--- src/hw/fpsm_pkg.sv ---
// Package with register map, field layout and timing constants of the FIFO phase monitor
package fpsm_pkg;
	localparam logic [4:0] ADDR_STATUS_OFFSET = 5'h07;
	localparam logic [4:0] ADDR_MODE_CONTROL = 5'h08;
	localparam int FIELD_ERR = 7;
	localparam int FIELD_POS_HI = 6;
	localparam int FIELD_POS_LO = 4;
	localparam int FIELD_VALID = 3;
	localparam int FIELD_CHANGED = 2;
	localparam int FIELD_SURV = 7;
	localparam int FIELD_AUTO = 6;
	localparam int FIELD_SHIFT_HI = 5;
	localparam int FIELD_SHIFT_LO = 2;
	localparam int FIELD_THRESH = 0;
	localparam logic [1:0] OFFSET_RESET = 2'h0;
	localparam logic [3:0] SHIFT_RESET = 4'h0;
	localparam logic [3:0] SHIFT_MAX = 4'hc;
	localparam logic [2:0] POS_LOW = 3'h0;
	localparam logic [2:0] POS_LOW_WIDE = 3'h1;
	localparam logic [2:0] POS_HIGH_WIDE = 3'h6;
	localparam logic [2:0] POS_HIGH = 3'h7;
	localparam logic [2:0] POS_CENTER = 3'h4;
	localparam int AVG_FRAC = 12;
	localparam int CTRL_DIV = 16;
	localparam int CYCLE_TICKS = 8;
	typedef struct packed {
		logic wr;
		logic rd;
		logic [4:0] addr;
		logic [7:0] wdata;
	} fpsm_reg_req_type;
endpackage

--- src/hw/fpsm_monitor.sv ---
// Sync FIFO with read-phase monitor, averaging, threshold interrupt and auto offset
`timescale 1ns/10ps
module fpsm_monitor #(
	parameter int WIDTH = 14,
	parameter int CTRL_DIV = fpsm_pkg::CTRL_DIV,
	parameter int CYCLE_TICKS = fpsm_pkg::CYCLE_TICKS
) (
	input wire logic clock,
	input wire logic rst,
	input wire logic data_clock_in,
	input wire logic [WIDTH-1:0] sample_in,
	input wire logic converter_clock,
	output logic [WIDTH-1:0] sample_out,
	input wire fpsm_pkg::fpsm_reg_req_type reg_req,
	output logic [7:0] reg_rdata,
	input wire logic sync_irq_enable,
	output logic sync_irq
);
	typedef enum {FPSM_IDLE, FPSM_RUN} fpsm_state_type;
	fpsm_state_type state_reg;
	logic [2:0] wr_ptr_reg, rd_ptr_reg;
	logic [1:0] readout_offset_reg, optimal_offset_reg;
	logic surveillance_enable_reg, auto_correct_enable_reg, threshold_select_reg;
	logic [3:0] averaging_shift_reg;
	logic [14:0] avg_reg;
	logic [2:0] fifo_read_position_reg;
	logic err_acc_reg, err_reg, valid_reg, position_changed_flag_reg, irq_pending_reg;
	logic [$clog2(CTRL_DIV)-1:0] div_reg;
	logic [$clog2(CYCLE_TICKS)-1:0] tick_cnt_reg;
	logic [7:0] rdata_reg;
	logic tick_reg;

	wire logic [2:0] rd_addr = rd_ptr_reg + {1'b0, readout_offset_reg};
	wire logic [2:0] cur_pos = wr_ptr_reg - rd_addr;
	wire logic collision = (cur_pos == fpsm_pkg::POS_LOW);
	wire logic [3:0] eff_shift = (averaging_shift_reg > fpsm_pkg::SHIFT_MAX) ?
		fpsm_pkg::SHIFT_MAX : averaging_shift_reg;
	wire logic signed [15:0] delta = $signed({1'b0, cur_pos, 12'h000}) - $signed({1'b0, avg_reg});
	wire logic signed [15:0] step = delta >>> eff_shift;
	wire logic [14:0] avg_next = avg_reg + step[14:0];
	wire logic [2:0] pos_next = avg_next[14:fpsm_pkg::AVG_FRAC];
	wire logic end_of_cycle = (state_reg == FPSM_RUN) && tick_reg &&
		(tick_cnt_reg == ($clog2(CYCLE_TICKS))'(CYCLE_TICKS - 1));
	wire logic keep_running = surveillance_enable_reg || auto_correct_enable_reg;
	wire logic hit_narrow = (pos_next == fpsm_pkg::POS_LOW) ||
		(pos_next == fpsm_pkg::POS_HIGH);
	wire logic hit_wide = hit_narrow || (pos_next == fpsm_pkg::POS_LOW_WIDE) ||
		(pos_next == fpsm_pkg::POS_HIGH_WIDE);
	wire logic hit = threshold_select_reg ? hit_wide : hit_narrow;
	wire logic [1:0] optimal_next = readout_offset_reg + 2'(pos_next - fpsm_pkg::POS_CENTER);
	wire logic wr_status = reg_req.wr && (reg_req.addr == fpsm_pkg::ADDR_STATUS_OFFSET);
	wire logic wr_mode = reg_req.wr && (reg_req.addr == fpsm_pkg::ADDR_MODE_CONTROL);
	wire logic [1:0] offset_readback = auto_correct_enable_reg ? optimal_offset_reg :
		readout_offset_reg;
	wire logic [7:0] status_word = {err_reg, fifo_read_position_reg, valid_reg,
		position_changed_flag_reg, offset_readback};
	wire logic [7:0] rdata_next = (reg_req.addr == fpsm_pkg::ADDR_STATUS_OFFSET) ? status_word :
		8'h00;

	fpsm_sample_fifo #(.WIDTH(WIDTH), .DEPTH_LOG2(3)) u_fifo (
		.clock(clock),
		.wr_en(data_clock_in),
		.wr_addr(wr_ptr_reg),
		.wr_data(sample_in),
		.rd_addr(rd_addr),
		.rd_data(sample_out)
	);

	// Pointers advance on their own strobes
	always_ff @(posedge clock) begin
		if (rst) begin
			wr_ptr_reg <= 3'h0;
			rd_ptr_reg <= 3'h0;
		end else begin
			if (data_clock_in) begin
				wr_ptr_reg <= wr_ptr_reg + 3'h1;
			end
			if (converter_clock) begin
				rd_ptr_reg <= rd_ptr_reg + 3'h1;
			end
		end
	end

	// Controller clock enable
	always_ff @(posedge clock) begin
		if (rst) begin
			div_reg <= '0;
			tick_reg <= 1'b0;
		end else begin
			div_reg <= div_reg + 1'b1;
			tick_reg <= (div_reg == ($clog2(CTRL_DIV))'(CTRL_DIV - 1));
		end
	end

	// Register writes
	always_ff @(posedge clock) begin
		if (rst) begin
			surveillance_enable_reg <= 1'b0;
			auto_correct_enable_reg <= 1'b0;
			averaging_shift_reg <= fpsm_pkg::SHIFT_RESET;
			threshold_select_reg <= 1'b0;
		end else if (wr_mode) begin
			surveillance_enable_reg <= reg_req.wdata[fpsm_pkg::FIELD_SURV];
			auto_correct_enable_reg <= reg_req.wdata[fpsm_pkg::FIELD_AUTO];
			averaging_shift_reg <= reg_req.wdata[fpsm_pkg::FIELD_SHIFT_HI:fpsm_pkg::FIELD_SHIFT_LO];
			threshold_select_reg <= reg_req.wdata[fpsm_pkg::FIELD_THRESH];
		end
	end

	always_ff @(posedge clock) begin
		if (rst) begin
			readout_offset_reg <= fpsm_pkg::OFFSET_RESET;
		end else if (end_of_cycle && auto_correct_enable_reg) begin
			readout_offset_reg <= optimal_next;
		end else if (wr_status) begin
			readout_offset_reg <= reg_req.wdata[1:0];
		end
	end

	always_ff @(posedge clock) begin
		if (rst) begin
			rdata_reg <= 8'h00;
		end else if (reg_req.rd) begin
			rdata_reg <= rdata_next;
		end
	end
	assign reg_rdata = rdata_reg;

	// Measurement sequencer
	always_ff @(posedge clock) begin
		if (rst) begin
			state_reg <= FPSM_RUN;
			tick_cnt_reg <= '0;
		end else begin
			case (state_reg)
				FPSM_IDLE: begin
					if (keep_running || wr_mode) begin
						state_reg <= FPSM_RUN;
					end
				end
				FPSM_RUN: begin
					if (tick_reg) begin
						tick_cnt_reg <= tick_cnt_reg + 1'b1;
					end
					if (end_of_cycle) begin
						tick_cnt_reg <= '0;
						if (!keep_running) begin
							state_reg <= FPSM_IDLE;
						end
					end
				end
				default: state_reg <= FPSM_IDLE;
			endcase
		end
	end

	// Averaging and status capture
	always_ff @(posedge clock) begin
		if (rst) begin
			avg_reg <= {fpsm_pkg::POS_CENTER, 12'h000};
			err_acc_reg <= 1'b0;
			err_reg <= 1'b0;
			valid_reg <= 1'b0;
			fifo_read_position_reg <= 3'h0;
			position_changed_flag_reg <= 1'b0;
			optimal_offset_reg <= fpsm_pkg::OFFSET_RESET;
		end else if ((state_reg == FPSM_RUN) && tick_reg) begin
			avg_reg <= avg_next;
			err_acc_reg <= end_of_cycle ? 1'b0 : (err_acc_reg || collision);
			if (end_of_cycle) begin
				fifo_read_position_reg <= pos_next;
				err_reg <= err_acc_reg || collision;
				valid_reg <= 1'b1;
				position_changed_flag_reg <= surveillance_enable_reg &&
					({err_acc_reg || collision, pos_next} !=
					{err_reg, fifo_read_position_reg});
				optimal_offset_reg <= optimal_next;
			end
		end
	end

	// Sync interrupt
	always_ff @(posedge clock) begin
		if (rst) begin
			irq_pending_reg <= 1'b0;
			sync_irq <= 1'b0;
		end else begin
			if (!sync_irq_enable) begin
				irq_pending_reg <= 1'b0;
			end else if (end_of_cycle && surveillance_enable_reg && hit) begin
				irq_pending_reg <= 1'b1;
			end
			sync_irq <= irq_pending_reg && sync_irq_enable;
		end
	end
endmodule // fpsm_monitor

--- src/hw/fpsm_sample_fifo.sv ---
// Eight-entry sample FIFO between the data clock in stream and the converter side
`timescale 1ns/10ps
module fpsm_sample_fifo #(
	parameter int WIDTH = 14,
	parameter int DEPTH_LOG2 = 3
) (
	input wire logic clock,
	input wire logic wr_en,
	input wire logic [DEPTH_LOG2-1:0] wr_addr,
	input wire logic [WIDTH-1:0] wr_data,
	input wire logic [DEPTH_LOG2-1:0] rd_addr,
	output logic [WIDTH-1:0] rd_data
);
	logic [WIDTH-1:0] mem [0:(1<<DEPTH_LOG2)-1];

	always_ff @(posedge clock) begin
		if (wr_en) begin
			mem[wr_addr] <= wr_data;
		end
		rd_data <= mem[rd_addr];
	end
endmodule // fpsm_sample_fifo

--- config.mk ---
export PLATFORM = sky130hd
export DESIGN_NAME = fpsm_monitor
export DESIGN_NICKNAME = d
export VERILOG_FILES = /design/src/hw/fpsm_pkg.sv /design/src/hw/fpsm_monitor.sv /design/src/hw/fpsm_sample_fifo.sv
export SDC_FILE = /design/constraint.sdc
export NUM_CORES = 1
export LEC_CHECK = 0
export BUFFER_PORTS_ARGS = -buffer_cell sky130_fd_sc_hd__buf_2
export CAP_MARGIN = 20
export CORE_MARGIN = 4
export CORE_UTILIZATION = 32
export DETAILED_ROUTE_END_ITERATION = 16
export PLACE_DENSITY = 0.56
export SLEW_MARGIN = 20
export SYNTH_ARGS = -nofsm -noshare
export SYNTH_HDL_FRONTEND = slang
export SYNTH_SLANG_ARGS = --single-unit
--- constraint.sdc ---
create_clock -name clock -period 8.4 [get_ports clock]
set_input_delay 0.84 -clock clock [delete_from_list [all_inputs] [get_ports clock]]
set_output_delay 0.84 -clock clock [all_outputs]
set_load 0.01 [all_outputs]
==> summary.txt <==
Run status
  • Outcome: finished clean

Drt
  • Avg WL per Cell: 16.4 um
  • Initial DRC count: 322
  • DRC: 0
  • Vias per cell: 4.90
  • Antenna Nets Post-Route: 0
  • DR pass1 iterations: 4
  • Via count: 5698
  • Routed WL: 19.0 mm

Critical path
  • R2R Setup Slk: 1.88 ns
  • Crit end category: flop
  • CP peak stage delay: 0.52 ns
  • Buf+Inv Stages, Crit Path: 4
  • Worst endpoint data arrival time: 6.89 ns
  • Startpoint types: flop
  • CP top delay family: adder cells
  • CP required: 8.77 ns
  • Worst-path fanout max: 29
  • Kind of critical path: reg -> reg
  • CP max stage cell: fa_1

Logic synthesis
  • Area of the mapped netlist: 8940 um2
  • Mapped Cells: 725
  • Register area share after synthesis: 53.7%
  • Post-Syn Area per Cell: 12.3 um2
  • Synth Register Bits: 184
  • Top_reg_cell synth: edfxtp_1
  • Syn nets: 787
  • EDFF count, synth: 112
  • Yosys Warn Count: 0
  • Fraction of registers with async set/reset: 0%
  • Library cells used by synthesis: 80

Timing
  • Final setup violation count: 0
  • Final period utilization: 77.6%
  • Setup Skew: 0.0132 ns
  • TNS Setup: 0 ns
  • Final Max Tran Viols: 0
  • Crit path time final: 6.52 ns
  • RSZ-0062 raised after global routing: false
  • Worst Max-Slew Pin Slew: 1.03 ns
  • Fmax: 153 MHz
  • Max-Slew Margin vs Limit: 31.6%
  • Final Hold Vio Count: 0

Pwr
  • Cell Pwr Density: 200 nW/um2
  • Max VDD drop: 0.132 mV
  • Leakage Power: 3.79 nW
  • Power consumption: 2.05 mW

Clocking
  • Clock transition at path regs: 0.07 ns
  • Post-CTS Setup Inserts: 0
  • CTS root buf: clkbuf_16
  • CTS tree: done
  • Num CTS Buffers: 17
  • CTS H-Tree Depth: 4
  • Post-cts sizing count: 0
  • Clock buffer depth: 2
  • Clk Latency, worst-skew pair: 0.43 ns
  • Clock Sinks: 184
  • Hold Buf Count CTS: 0

GRT
  • Antenna violations before repair: 2
  • GR Util met1: 17.1%
  • First-pass GRT wire length: 31.0 mm
  • Largest net degree at the start of global routing: 55
  • GR peak layer: met2
  • GR Util All Layers: 12.7%
  • GRT met2 Usage: 21.0%
  • Vias in the first global route: 5709
  • Remaining global-route overflow: 0
  • Met3 Use GR: 2.49%

Cells and area
  • Fin cells: 1163
  • Max reg flops: 112
  • Ratio of cells with drive above 1 in the final layout: 23.0%
  • Ant. Diodes: 0
  • Area grow syn2layout: 14.4%
  • Nets: 840

Floorplan
  • Die Wd: 175 um
  • # IOs: 57
  • Die Ht: 175 um
  • Starting density of the core: 32.8%
  • Row count: 60
  • Die area: 30700 um2
  • Core box area: 27300 um2

Job
  • Max-cap violations: 0

Place
  • Post-DP HPWL: 12.7 mm
  • GP Congestion: 0.784
  • DP Cell Count: 1131
  • I/O Buffers: 56

Min path
  • Hold WC Path Type: reg -> reg
-- synthesized netlist by cell type, drive strengths merged, types with 9 or more instances --
library cell / n / area share (%)
xnor2: 19 / 2.1
o21ai: 22 / 1.3
inv: 23 / 0.97
nand2: 66 / 2.8
mux2: 24 / 3.1
edfxtp: 112 / 38
dfxtp: 72 / 16
ha: 25 / 3.5
nor2b: 9 / 0.63
nor2: 65 / 2.8
buf: 14 / 0.95
clkbuf: 21 / 0.90
nor3: 22 / 1.4
a211oi: 11 / 0.98
mux4: 31 / 7.8
a21oi: 54 / 3.1
xor2: 11 / 1.3
mux2i: 28 / 3.1
-- final timing paths --
kind,start,endpoint,cells past startpoint
worst min register to register,div_reg[0],div_reg[0],1
worst max-delay path,readout_offset_reg[0],irq_pending_reg,25
worst min-delay path,div_reg[0],div_reg[0],1
worst max register to register,readout_offset_reg[0],irq_pending_reg,25
-- per-layer routing --
| layer | routed length [um] | part of all wire (%) | vias to the layer above |
|---|---|---|---|
| li1 | - | - | 2807 |
| met1 | 8990 | 47 | 2815 |
| met2 | 9240 | 49 | 60 |
| met3 | 636 | 3.3 | 12 |
| met4 | 125 | 0.66 | 4 |
| met5 | 34 | 0.18 | - |
-- area by class of cell --
type	count	area [um2]
fill	2621	17000
sequential	184	4800
multi-input combinational	483	3910
tap	372	465
clock buffer	17	425
timing repair buffer	69	378
clock inverter	15	160
inverter	23	86.3
-- power breakdown --
part           internal (mW)  switching (mW)  leakage [nW]
Clock                  0.398           0.377         0.286
Combinational          0.134           0.144          1.90
Sequential             0.985          0.0106          1.60
-- logic make-up (layout without fill, tap and decap cells) --
kind of cell	Yosys count	after routing	share of synthesized area [%]
AOI/OAI and AO/OA	136	136	10.1
xor gates and xnor gates	33	33	4.17
adders and majority gates	28	28	4.17
buffers and inverters	58	124	2.81
DFF	184	184	53.7
muxes	83	83	14.0
and+or+nand+nor	203	203	11.0
-- placed cells by master (no fill, tap or decap), types with 17 or more instances in the layout --
cell / n
edfxtp_1: 112
dfxtp_1: 72
nand2_1: 66
nor2_1: 64
buf_2: 56
a21oi_1: 53
mux4_2: 31
mux2i_1: 28
ha_1: 24
inv_1: 23
mux2_2: 21
nor3_1: 19
o21ai_0: 19
clkbuf_16: 17
-- through the flow --
stage          cell area [um2]  util [%]  setup slack, ns  hold slack (ns)
3_5_place_dp              9640      35.4             1.88            0.438
2_1_floorplan             8940         -             2.08            0.418
3_3_place_gp              9640      35.4             1.96            0.430
4_1_cts                  10200      37.5             1.83            0.447
5_1_grt                  10200      37.5             1.43            0.481
6_report                 10200      37.5             1.88            0.445
(Power assumes the default switching activity.)
